`src/mai_pkg.sv`:
```
// Purpose: Shared constants and types for the AT command interpreter
// Assumes: 8-bit characters, single core clock domain
// Notes: Shared character codes and S-register defaults live here; command letters other than A are literals in the interpreter
package mai_pkg;
	localparam int MAI_LINE_MAX = 40;
	localparam int MAI_NUM_SREG = 28;
	localparam logic [1:0] MAI_ESC_COUNT = 2'h3;
	localparam logic [7:0] CH_A = 8'h41;
	localparam logic [7:0] CH_T = 8'h54;
	localparam logic [7:0] CH_SLASH = 8'h2f;
	localparam logic [7:0] CH_SPACE = 8'h20;
	localparam logic [7:0] CH_EQ = 8'h3d;
	localparam logic [7:0] CH_QM = 8'h3f;
	localparam logic [7:0] CH_AMP = 8'h26;
	localparam logic [7:0] CH_SEMI = 8'h3b;
	localparam logic [7:0] CH_ZERO = 8'h30;
	localparam logic [7:0] CH_NINE = 8'h39;
	localparam logic [7:0] CH_LOW_A = 8'h61;
	localparam logic [7:0] CH_LOW_Z = 8'h7a;
	localparam logic [7:0] CASE_GAP = 8'h20;
	localparam int SREG_ESC = 2;
	localparam int SREG_CR = 3;
	localparam int SREG_LF = 4;
	localparam int SREG_BS = 5;
	localparam logic [7:0] SREG_ESC_RST = 8'h2b;
	localparam logic [7:0] SREG_CR_RST = 8'h0d;
	localparam logic [7:0] SREG_LF_RST = 8'h0a;
	localparam logic [7:0] SREG_BS_RST = 8'h08;
	localparam logic ECHO_RST = 1'b1;
	localparam logic QUIET_RST = 1'b0;
	localparam logic VERBOSE_RST = 1'b1;
	localparam logic [1:0] PROTO_RST = 2'h0;
	localparam logic [1:0] PROTO_MAX = 2'h2;
	localparam logic [7:0] ID_NONE = 8'h02;
	localparam logic [7:0] ID_VENDOR = 8'h21;

	typedef enum logic [4:0] {
		ST_CMD = 5'h01,
		ST_EXEC = 5'h02,
		ST_RESP = 5'h04,
		ST_WAIT = 5'h08,
		ST_ONL = 5'h10
	} mai_state_e;

	typedef enum logic [1:0] {
		PFX_NONE = 2'h0,
		PFX_A = 2'h1,
		PFX_AT = 2'h2
	} mai_pfx_e;

	typedef enum logic [1:0] {
		RESP_OK = 2'h0,
		RESP_CONNECT = 2'h1,
		RESP_ERROR = 2'h2
	} mai_resp_e;

	function automatic logic [7:0] mai_sreg_rst(input int i);
		case (i)
			SREG_ESC: mai_sreg_rst = SREG_ESC_RST;
			SREG_CR: mai_sreg_rst = SREG_CR_RST;
			SREG_LF: mai_sreg_rst = SREG_LF_RST;
			SREG_BS: mai_sreg_rst = SREG_BS_RST;
			default: mai_sreg_rst = 8'h00;
		endcase
	endfunction : mai_sreg_rst
endpackage : mai_pkg

```
`src/mai_at_interp.sv`:
```
// Purpose: AT command interpreter behind the controller character port
// Assumes: Host chars arrive on wr_*, responses leave on rd_*
// Notes: Carrier pin is synchronised; one char per cycle on each port
// Notes on behaviour
// - Command mode on reset, carrier loss, escape
// - Command mode accepts lines and answers
// - Connect response sent when link established
// - Commands in, responses out, one shared location
// - Characters before the AT prefix discarded
// - A/ repeats previous line, no terminator
// - A goes off-hook in answer mode
// - H0 hangs up, H1 goes off-hook
// - D dials, passing modifiers to the dialer
// - E selects echo of command characters
// - B selects the CCITT protocol
// - I returns identification codes by argument
// - O returns to data mode after escape
// - Q0 sends responses, Q1 suppresses them
// - Sr=n writes register r with n
// - Sn? returns register n contents
// - V0 digit responses, V1 verbose responses
// - &F restores factory settings
// - Online, host chars go to the line
// - Register read gives three digits, then OK
`timescale 1ns/1ps
module mai_at_interp import mai_pkg::*; #(
	parameter logic [7:0] PRODUCT_CODE = 8'h11, // Arbitrary
	parameter logic [7:0] ROM_SUM = 8'h5a, // Arbitrary
	parameter logic [7:0] MAKER_ID = 8'h2c, // Arbitrary
	parameter logic [7:0] CONFIG_ID = 8'h03, // Arbitrary
	parameter logic [7:0] VENDOR_ID = 8'h4d // Arbitrary
) (
	// Clock and reset
	input wire logic core_clk,
	input wire logic arst_n,
	// Host writes
	input wire logic wr_valid,
	input wire logic [7:0] wr_char,
	output logic wr_ready,
	// Host reads
	output logic rd_valid,
	output logic [7:0] rd_char,
	input wire logic rd_ready,
	// Line and dialer
	input wire logic carrier_pin,
	output logic line_valid,
	output logic [7:0] line_char,
	output logic dial_valid,
	output logic [7:0] dial_char,
	// Modem settings
	output logic online,
	output logic off_hook,
	output logic answer_mode,
	output logic [1:0] protocol,
	output logic echo_on,
	output logic quiet_on,
	output logic verbose_on
);
	logic rst_ff;
	logic rst_n;
	logic carrier;
	mai_state_e st, next_st;
	mai_pfx_e pfx, next_pfx;
	mai_resp_e rsel, next_rsel;
	logic [7:0] line_buf [MAI_LINE_MAX];
	logic [7:0] next_buf [MAI_LINE_MAX];
	logic [7:0] prev [MAI_LINE_MAX];
	logic [7:0] next_prev [MAI_LINE_MAX];
	logic [7:0] sreg [MAI_NUM_SREG];
	logic [7:0] next_sreg [MAI_NUM_SREG];
	logic [5:0] len, next_len, prev_len, next_prev_len, idx, next_idx;
	logic [7:0] pend, next_pend, acc, next_acc, sel, next_sel;
	logic [7:0] numv, next_numv;
	logic [3:0] ridx, next_ridx;
	logic [1:0] esc_cnt, next_esc_cnt, next_protocol;
	logic ovf, next_ovf, err, next_err, numf, next_numf;
	logic dialing, next_dialing, wait_req, next_wait_req;
	logic onl_req, next_onl_req, go_onl, next_go_onl;
	logic connected, next_connected;
	logic next_wr_ready, next_rd_valid, next_line_valid, next_dial_valid;
	logic [7:0] next_rd_char, next_line_char, next_dial_char;
	logic next_online, next_off_hook, next_answer_mode;
	logic next_echo_on, next_quiet_on, next_verbose_on;
	logic accept;
	logic [7:0] up;
	logic [7:0] c;
	logic [7:0] ch;
	logic [3:0] dv;
	logic is_dig, endl;

	// Release of the async reset is synchronised to the clock
	always_ff @(posedge core_clk or negedge arst_n)
	begin
		if (!arst_n)
		begin
			rst_ff <= 1'b0;
			rst_n <= 1'b0;
		end
		else
		begin
			rst_ff <= 1'b1;
			rst_n <= rst_ff;
		end
	end

	mai_pin_sync u_carrier (
		.clk(core_clk),
		.rst_n(rst_n),
		.pin(carrier_pin),
		.level(carrier)
	);

	function automatic logic [7:0] resp_text(input mai_resp_e rs,
		input logic verb, input logic [3:0] i, input logic [7:0] cr,
		input logic [7:0] lf);
		logic [55:0] w;
		logic [3:0] n;
		w = 56'h0;
		n = 4'h1;
		case (rs)
			RESP_OK:
			begin
				w = verb ? 56'("OK") : 56'("0");
				n = verb ? 4'h2 : 4'h1;
			end
			RESP_CONNECT:
			begin
				w = verb ? 56'("CONNECT") : 56'("1");
				n = verb ? 4'h7 : 4'h1;
			end
			default:
			begin
				w = verb ? 56'("ERROR") : 56'("4");
				n = verb ? 4'h5 : 4'h1;
			end
		endcase
		if (i < n)
			resp_text = w[{3'(n - 4'h1 - i), 3'h0} +: 8];
		else if (i == n)
			resp_text = cr;
		else if (i == n + 4'h1 && verb)
			resp_text = lf;
		else
			resp_text = 8'h00;
	endfunction : resp_text

	assign accept = wr_valid && wr_ready;
	assign up = (wr_char >= CH_LOW_A && wr_char <= CH_LOW_Z) ?
		wr_char - CASE_GAP : wr_char;
	assign c = line_buf[idx];
	assign is_dig = c >= CH_ZERO && c <= CH_NINE;
	assign dv = 4'(c - CH_ZERO);
	assign endl = idx >= len;

	always_comb
	begin
		next_st = st; next_pfx = pfx; next_rsel = rsel;
		next_buf = line_buf; next_prev = prev; next_sreg = sreg;
		next_len = len; next_prev_len = prev_len; next_idx = idx;
		next_pend = pend; next_acc = acc; next_sel = sel;
		next_numv = numv; next_ridx = ridx; next_esc_cnt = esc_cnt;
		next_ovf = ovf; next_err = err; next_numf = numf;
		next_dialing = dialing; next_wait_req = wait_req;
		next_onl_req = onl_req; next_go_onl = go_onl;
		next_connected = connected;
		next_rd_valid = rd_valid && !rd_ready;
		next_rd_char = rd_char;
		next_line_valid = 1'b0; next_line_char = line_char;
		next_dial_valid = 1'b0; next_dial_char = dial_char;
		next_off_hook = off_hook; next_answer_mode = answer_mode;
		next_protocol = protocol; next_echo_on = echo_on;
		next_quiet_on = quiet_on; next_verbose_on = verbose_on;
		ch = 8'h00;
		case (st)
			ST_CMD:
			if (accept)
			begin
				if (echo_on)
				begin
					next_rd_valid = 1'b1;
					next_rd_char = wr_char;
				end
				case (pfx)
					PFX_NONE:
						next_pfx = (up == CH_A) ? PFX_A : PFX_NONE;
					PFX_A:
					if (up == CH_T)
					begin
						next_pfx = PFX_AT;
						next_len = 6'h0;
						next_ovf = 1'b0;
					end
					else if (up == CH_SLASH)
					begin
						next_buf = prev;
						next_len = prev_len;
						next_pfx = PFX_NONE;
						next_st = ST_EXEC;
					end
					else
						next_pfx = (up == CH_A) ? PFX_A : PFX_NONE;
					default:
					if (wr_char == sreg[SREG_CR])
					begin
						next_prev = line_buf;
						next_prev_len = len;
						next_pfx = PFX_NONE;
						next_st = ST_EXEC;
					end
					else if (wr_char == CH_SPACE)
						next_pfx = PFX_AT;
					else if (len == 6'(MAI_LINE_MAX))
						next_ovf = 1'b1;
					else
					begin
						next_buf[len] = up;
						next_len = len + 6'h1;
					end
				endcase
				if (next_st == ST_EXEC)
				begin
					next_idx = 6'h0; next_pend = 8'h00;
					next_err = next_ovf && up != CH_SLASH;
					next_numf = 1'b0; next_dialing = 1'b0;
					next_wait_req = 1'b0; next_onl_req = 1'b0;
				end
			end
			ST_EXEC:
			if (dialing)
			begin
				if (endl)
				begin
					next_dialing = 1'b0;
					next_wait_req = 1'b1;
				end
				else if (c == CH_SEMI)
				begin
					next_dialing = 1'b0;
					next_idx = idx + 6'h1;
				end
				else
				begin
					next_dial_valid = 1'b1;
					next_dial_char = c;
					next_idx = idx + 6'h1;
				end
			end
			else if (pend == CH_AMP)
			begin
				if (endl || c != "F")
					next_err = 1'b1;
				else
				begin
					next_echo_on = ECHO_RST;
					next_quiet_on = QUIET_RST;
					next_verbose_on = VERBOSE_RST;
					next_protocol = PROTO_RST;
					for (int k = 0; k < MAI_NUM_SREG; k++)
						next_sreg[k] = mai_sreg_rst(k);
				end
				next_pend = 8'h00;
				next_idx = idx + 6'h1;
			end
			else if (pend != 8'h00 && !endl && is_dig)
			begin
				next_acc = 8'(acc * 8'd10 + {4'h0, dv});
				next_idx = idx + 6'h1;
			end
			else if (pend == "S" && !endl && c == CH_EQ)
			begin
				next_sel = acc;
				next_acc = 8'h00;
				next_pend = CH_EQ;
				next_idx = idx + 6'h1;
			end
			else if (pend == "S" && !endl && c == CH_QM)
			begin
				if (acc < 8'(MAI_NUM_SREG))
				begin
					next_numv = sreg[acc[4:0]];
					next_numf = 1'b1;
				end
				else
					next_err = 1'b1;
				next_pend = 8'h00;
				next_idx = idx + 6'h1;
			end
			else if (pend != 8'h00)
			begin
				next_pend = 8'h00;
				case (pend)
					"B":
					if (acc <= 8'(PROTO_MAX))
						next_protocol = acc[1:0];
					else
						next_err = 1'b1;
					"E": next_echo_on = acc[0];
					"H":
					begin
						next_off_hook = acc[0];
						if (!acc[0])
						begin
							next_answer_mode = 1'b0;
							next_connected = 1'b0;
						end
					end
					"I":
					begin
						next_numf = acc != ID_NONE;
						case (acc)
							8'h00: next_numv = PRODUCT_CODE;
							8'h01: next_numv = ROM_SUM;
							8'h03: next_numv = MAKER_ID;
							8'h04: next_numv = CONFIG_ID;
							ID_VENDOR: next_numv = VENDOR_ID;
							ID_NONE: next_numv = numv;
							default: next_err = 1'b1;
						endcase
					end
					"Q": next_quiet_on = acc[0];
					"V": next_verbose_on = acc[0];
					CH_EQ:
					if (sel < 8'(MAI_NUM_SREG))
						next_sreg[sel[4:0]] = acc;
					else
						next_err = 1'b1;
					"L", "M", "X": next_err = err;
					default: next_err = 1'b1;
				endcase
				if (acc > 8'h01 && (pend == "E" || pend == "H" ||
					pend == "Q" || pend == "V"))
					next_err = 1'b1;
			end
			else if (endl)
			begin
				next_ridx = 4'h0;
				next_go_onl = 1'b0;
				next_st = ST_RESP;
				if (err)
				begin
					next_rsel = RESP_ERROR;
					next_numf = 1'b0;
				end
				else if (wait_req)
					next_st = ST_WAIT;
				else if (onl_req)
				begin
					next_rsel = RESP_CONNECT;
					next_go_onl = 1'b1;
				end
				else
					next_rsel = RESP_OK;
				if (next_st == ST_RESP && quiet_on)
					next_st = next_go_onl ? ST_ONL : ST_CMD;
			end
			else
			begin
				next_idx = idx + 6'h1;
				next_acc = 8'h00;
				case (c)
					CH_A:
					begin
						next_off_hook = 1'b1;
						next_answer_mode = 1'b1;
						next_wait_req = 1'b1;
					end
					"D":
					begin
						next_off_hook = 1'b1;
						next_answer_mode = 1'b0;
						next_dialing = 1'b1;
					end
					"O":
					if (connected)
						next_onl_req = 1'b1;
					else
						next_err = 1'b1;
					"B", "E", "H", "I", "L", "M", "Q", "V", "X", "S", CH_AMP:
						next_pend = c;
					default: next_err = 1'b1;
				endcase
			end
			ST_RESP:
			if (!rd_valid || rd_ready)
			begin
				if (numf)
				begin
					case (ridx)
						4'h0: ch = CH_ZERO + numv / 8'd100;
						4'h1: ch = CH_ZERO + (numv / 8'd10) % 8'd10;
						4'h2: ch = CH_ZERO + numv % 8'd10;
						4'h3: ch = sreg[SREG_CR];
						default: ch = sreg[SREG_LF];
					endcase
					next_rd_valid = 1'b1;
					next_rd_char = ch;
					next_numf = ridx != 4'h4;
					next_ridx = (ridx == 4'h4) ? 4'h0 : ridx + 4'h1;
				end
				else
				begin
					ch = resp_text(rsel, verbose_on, ridx,
						sreg[SREG_CR], sreg[SREG_LF]);
					if (ch == 8'h00)
						next_st = go_onl ? ST_ONL : ST_CMD;
					else
					begin
						next_rd_valid = 1'b1;
						next_rd_char = ch;
						next_ridx = ridx + 4'h1;
					end
				end
			end
			ST_WAIT:
			if (carrier)
			begin
				next_connected = 1'b1;
				next_rsel = RESP_CONNECT;
				next_go_onl = 1'b1;
				next_ridx = 4'h0;
				next_st = quiet_on ? ST_ONL : ST_RESP;
			end
			else if (accept)
			begin
				// Any key aborts a call that never connects
				next_off_hook = 1'b0;
				next_answer_mode = 1'b0;
				next_rsel = RESP_ERROR;
				next_go_onl = 1'b0;
				next_ridx = 4'h0;
				next_st = quiet_on ? ST_CMD : ST_RESP;
			end
			ST_ONL:
			if (accept)
			begin
				next_line_valid = 1'b1;
				next_line_char = wr_char;
				next_esc_cnt = (wr_char == sreg[SREG_ESC]) ?
					esc_cnt + 2'h1 : 2'h0;
				if (next_esc_cnt == MAI_ESC_COUNT)
				begin
					next_esc_cnt = 2'h0;
					next_rsel = RESP_OK;
					next_go_onl = 1'b0;
					next_ridx = 4'h0;
					next_numf = 1'b0;
					next_st = quiet_on ? ST_CMD : ST_RESP;
				end
			end
			default: next_st = ST_CMD;
		endcase
		if (connected && !carrier)
		begin
			// A drop during the connect message must not strand the call
			next_connected = 1'b0;
			next_go_onl = 1'b0;
			if (st == ST_ONL || go_onl)
			begin
				next_off_hook = 1'b0;
				next_answer_mode = 1'b0;
			end
			if (st == ST_ONL || next_st == ST_ONL)
				next_st = ST_CMD;
		end
		next_online = next_st == ST_ONL;
		next_wr_ready = (next_st == ST_CMD || next_st == ST_ONL ||
			next_st == ST_WAIT) && !next_rd_valid;
	end

	always_ff @(posedge core_clk or negedge rst_n)
	begin
		if (!rst_n)
		begin
			st <= ST_CMD; pfx <= PFX_NONE; rsel <= RESP_OK;
			for (int k = 0; k < MAI_LINE_MAX; k++)
			begin
				line_buf[k] <= 8'h00;
				prev[k] <= 8'h00;
			end
			for (int k = 0; k < MAI_NUM_SREG; k++)
				sreg[k] <= mai_sreg_rst(k);
			len <= 6'h0; prev_len <= 6'h0; idx <= 6'h0;
			pend <= 8'h00; acc <= 8'h00; sel <= 8'h00; numv <= 8'h00;
			ridx <= 4'h0; esc_cnt <= 2'h0; ovf <= 1'b0; err <= 1'b0;
			numf <= 1'b0; dialing <= 1'b0; wait_req <= 1'b0;
			onl_req <= 1'b0; go_onl <= 1'b0; connected <= 1'b0;
			wr_ready <= 1'b0; rd_valid <= 1'b0; rd_char <= 8'h00;
			line_valid <= 1'b0; line_char <= 8'h00;
			dial_valid <= 1'b0; dial_char <= 8'h00;
			online <= 1'b0; off_hook <= 1'b0; answer_mode <= 1'b0;
			protocol <= PROTO_RST; echo_on <= ECHO_RST;
			quiet_on <= QUIET_RST; verbose_on <= VERBOSE_RST;
		end
		else
		begin
			st <= next_st; pfx <= next_pfx; rsel <= next_rsel;
			line_buf <= next_buf; prev <= next_prev; sreg <= next_sreg;
			len <= next_len; prev_len <= next_prev_len; idx <= next_idx;
			pend <= next_pend; acc <= next_acc; sel <= next_sel;
			numv <= next_numv; ridx <= next_ridx; esc_cnt <= next_esc_cnt;
			ovf <= next_ovf; err <= next_err; numf <= next_numf;
			dialing <= next_dialing; wait_req <= next_wait_req;
			onl_req <= next_onl_req; go_onl <= next_go_onl;
			connected <= next_connected; wr_ready <= next_wr_ready;
			rd_valid <= next_rd_valid; rd_char <= next_rd_char;
			line_valid <= next_line_valid; line_char <= next_line_char;
			dial_valid <= next_dial_valid; dial_char <= next_dial_char;
			online <= next_online; off_hook <= next_off_hook;
			answer_mode <= next_answer_mode; protocol <= next_protocol;
			echo_on <= next_echo_on; quiet_on <= next_quiet_on;
			verbose_on <= next_verbose_on;
		end
	end
endmodule : mai_at_interp

```
`src/mai_pin_sync.sv`:
```
// Purpose: Three-stage pin synchroniser with agreement filter
// Assumes: Pin is asynchronous to core_clk
// Notes: Output changes only when stages two and three agree
`timescale 1ns/1ps
module mai_pin_sync (
	// Clock and reset
	input wire logic clk,
	input wire logic rst_n,
	// Pin and filtered level
	input wire logic pin,
	output logic level
);
	logic s1;
	logic s2;
	logic s3;
	logic next_level;

	always_comb
	begin
		next_level = (s2 == s3) ? s3 : level;
	end

	always_ff @(posedge clk or negedge rst_n)
	begin
		if (!rst_n)
		begin
			s1 <= 1'b0;
			s2 <= 1'b0;
			s3 <= 1'b0;
			level <= 1'b0;
		end
		else
		begin
			s1 <= pin;
			s2 <= s1;
			s3 <= s2;
			level <= next_level;
		end
	end
endmodule : mai_pin_sync

```
`config.mk`:
```
export PLATFORM = sky130hd
export DESIGN_NAME = mai_at_interp
export DESIGN_NICKNAME = d
export VERILOG_FILES = /design/src/mai_pkg.sv /design/src/mai_at_interp.sv /design/src/mai_pin_sync.sv
export SDC_FILE = /design/constraint.sdc
export NUM_CORES = 2
export LEC_CHECK = 0
export BUFFER_PORTS_ARGS = -buffer_cell sky130_fd_sc_hd__buf_4
export CELL_PAD_IN_SITES_DETAIL_PLACEMENT = 1
export CELL_PAD_IN_SITES_GLOBAL_PLACEMENT = 2
export CORE_ASPECT_RATIO = 0.5
export CORE_MARGIN = 2
export CORE_UTILIZATION = 40
export DETAILED_ROUTE_END_ITERATION = 7
export PLACE_DENSITY_LB_ADDON = 0.08
export SLEW_MARGIN = 20
export SYNTH_ARGS = -nofsm -noshare
export SYNTH_HDL_FRONTEND = slang
export SYNTH_HIERARCHICAL = 1
export SYNTH_SLANG_ARGS = --single-unit
```
`constraint.sdc`:
```
create_clock -name core_clk -period 38.3 [get_ports core_clk]
set_input_delay 7.66 -clock core_clk [delete_from_list [all_inputs] [get_ports core_clk]]
set_output_delay 7.66 -clock core_clk [all_outputs]
set_load 0.01 [all_outputs]
```
==> run summary <==
core box area: 120500 um^2
Sw Pwr: 0.4736 mW
Final Skew: 35.07 ps
Worst EP arrival: 12000 ps
DR WL/cell: 26.00 um
relative slew slack: 11.45%
Crit Path Class: in2reg
synth top area cells: dfrtp_1, mux2_2, o21ai_0
Storage cell area: 24530 um^2
max_cap viols: 0
DPL Wire Length: 98.58 mm
global-route wire length before repair: 248.8 mm
RSZ-0062 raised after global routing: no
Netlist cell types: 99
crit path time final: 11460 ps
die area: 124300 um^2
Tightest Hold Check Type: reg2reg
initial cell density of the core: 40.27%
largest net degree at the start of global routing: 215
gr ovfl total: 0
EDFF count, synth: 0
top post-synthesis cells by count: dfrtp_1, o21ai_0, nand2_1, mux2_2, a22oi_1
pwr/cell area: 38.94 nW/um^2
Antenna Nets Post-Route: 0
share of layout cells above drive strength 1: 18.03%
DIE WIDTH: 496.5 um
htree depth: 3
Peak VDD IR: 0.03098 mV
Reg clk slew, reported paths: 70 ps
drt pass-1 iters: 5
peak fanout along the critical path: 179
Clk Latency, worst-skew pair: 720 ps
Total GRT Usage: 25.62%
DR iter-0 viols: 2738
Seq pwr share: 50.0%
CTS Buffer Depth: 3
Synth area leader: dfrtp_1
RD Place Congestion: 0.8173
antenna violations before repair: 0
status: complete, no violations
footprint of the multi-input gates: 22370 um^2
count leader, synth: dfrtp_1
P&R area growth vs syn: 9.668%
r2r startpoint: idx[0]
Placed Cells: 5937
port bufs: 48
Fin. Hold Viols: 0
Fillers: 12970
internal power: 1.598 mW
switching share of power: 22.86%
Die Height: 250.3 um
clock sinks: 979
syn nets: 4620
worst path required time: 38840 ps
Ports: 49
CP startpoint: wr_char[3]
asr flop ratio synth: 100.0%
Critical Path End Type: flip-flop
Leak Pwr: 22.47 nW
Post-CTS Setup Bufs: 0
Detailed Route WL: 158.8 mm
drt drc: 0
part of the power in the clock network: 48.1%
vias in the first global route: 39390
root buffer cell: clkbuf_16
Finished Layout Cells: 6108
Pins Over Slew Limit: 0
Final period util: 29.91%
post-synthesis sequential area ratio: 50.53%
Syn Std Cell Area: 48520 um^2
NumNets Final: 4479
combinational share of power: 1.9%
setup total negative slack: 0 ps
critical path launch point type: primary input
Seq cells post-synth: 979
Mapped Cells: 4565
top_reg_cell synth: dfrtp_1
Syn Area/Cell: 10.63 um^2
count of final setup violators: 0
Hold Path Origin: u_carrier/s1
Peak Freq: 0.08730 GHz
CTS Hold Bufs: 0
routed vias: 37020
post-cts resize count: 0
Rows: 90
Synth top area share: 49.82%
hold slack: 348.1 ps
drt via density: 6.061
Worst Tran Pin Value: 1328 ps
TritonCTS clock tree: done
CTS buffer count: 94
synth warn: 6
area by class of cell:
cell class,count,share of cell area (%)
antenna,1,0.004703
clock buffer,136,5.228
clock inverter,33,0.8254
inverter,47,0.3316
multi-input combinational,3195,42.04
sequential,979,46.10
tap,1610,3.786
timing repair buffer,107,1.681
per-layer routing:
metal	vias up	track usage (%)	share of wire, %
met5	-	0	0
met4	0	6.277	2.3
met3	197	3.216	3.6
met2	614	40.89	47
met1	19670	37.04	47
li1	16540	-	-
kinds of logic after synthesis:
kind of cell | synth area share [%]
compound gates | 16.63
xor+xnor | 0.6860
fa+ha+maj | 1.194
buf+inv | 3.525
flops | 50.53
mux | 15.66
other cells | 0.007729
simple gates | 11.76
worst max-delay path, stage by stage:
cell and delay, ps:
buf_4 620, xnor2_1 210, nand4_1 150, nor2_1 370
nor2_1 90, nand2_1 120, nor2_1 100, o21ai_4 160
buf_4 540, buf_12 660, buf_4 780, o21ai_0 230
power groups by stage:
stage	Clock [mW]	Combinational [mW]	Sequential (mW)
6_report	0.997	0.0388	1.04
2_1_floorplan	0	0.00895	1.07
4_1_cts	1.02	0.0403	1.04
3_5_place_dp	0	0.0403	1.06
3_3_place_gp	0	0.0392	1.06
5_1_grt	1.06	0.0435	1.04
path summary, 6_finish.rpt:
check / end / cells after the start / slack [ps]
min in group asynchronous: line_buf[239] / 0 / 430
max: line_buf[118] / 12 / 26840
max reg2reg: sreg[214] / 14 / 30970
min reg2reg: u_carrier/s2 / 0 / 350
max in group asynchronous: rst_n / 1 / 31470
min: u_carrier/s2 / 0 / 350
per-stage QoR:
| stage | setup WS [ps] | total power, mW | util [%] | instance area [um^2] |
|---|---|---|---|---|
| finish | 26840 | 2.072 | 44.16 | 53210 |
| global route | 26510 | 2.142 | 44.16 | 53200 |
| CTS | 26920 | 2.098 | 44.15 | 53190 |
| detailed placement | 26160 | 1.096 | 41.47 | 49970 |
| global placement | 26120 | 1.095 | 41.47 | 49960 |
| floorplan | 9013 | 1.079 | - | 48520 |
registers in the layout (all words and copies together) (netlist names), 2 cells and up:
| signal | count |
|---|---|
| acc | 8 |
| dial_char | 8 |
| esc_cnt | 2 |
| idx | 6 |
| len | 6 |
| line_buf | 320 |
| line_char | 8 |
| numv | 8 |
| pend | 8 |
| pfx | 2 |
| prev | 320 |
| prev_len | 6 |
| protocol | 2 |
| rd_char | 8 |
| ridx | 4 |
| rsel | 2 |
| sel | 8 |
| sreg | 224 |
| st | 5 |
cells in the final DEF (no fill, tap or decap), drive strengths merged, types with 15 or more instances in the layout:
| cell | Yosys | final |
|---|---|---|
| clkbuf | 262 | 136 |
| xor2 | 15 | 15 |
| nor2 | 193 | 193 |
| o21ai | 685 | 685 |
| or3 | 15 | 15 |
| dfrtp | 966 | 966 |
| nand2 | 529 | 529 |
| mux2 | 351 | 351 |
| mux4 | 121 | 121 |
| and3 | 18 | 18 |
| xnor2 | 23 | 23 |
| a21oi | 85 | 85 |
| nand2b | 20 | 20 |
| clkinv | 3 | 20 |
| nand4 | 26 | 26 |
| nand3 | 274 | 274 |
| nor4 | 19 | 19 |
| buf | 82 | 107 |
| o31ai | 17 | 17 |
| o22ai | 29 | 29 |
| a31oi | 28 | 28 |
| nor3 | 56 | 56 |
| ha | 39 | 39 |
| mux2i | 84 | 84 |
| inv | 44 | 49 |
| a22oi | 331 | 331 |
| nor2b | 19 | 19 |
(Power assumes the default switching activity.)
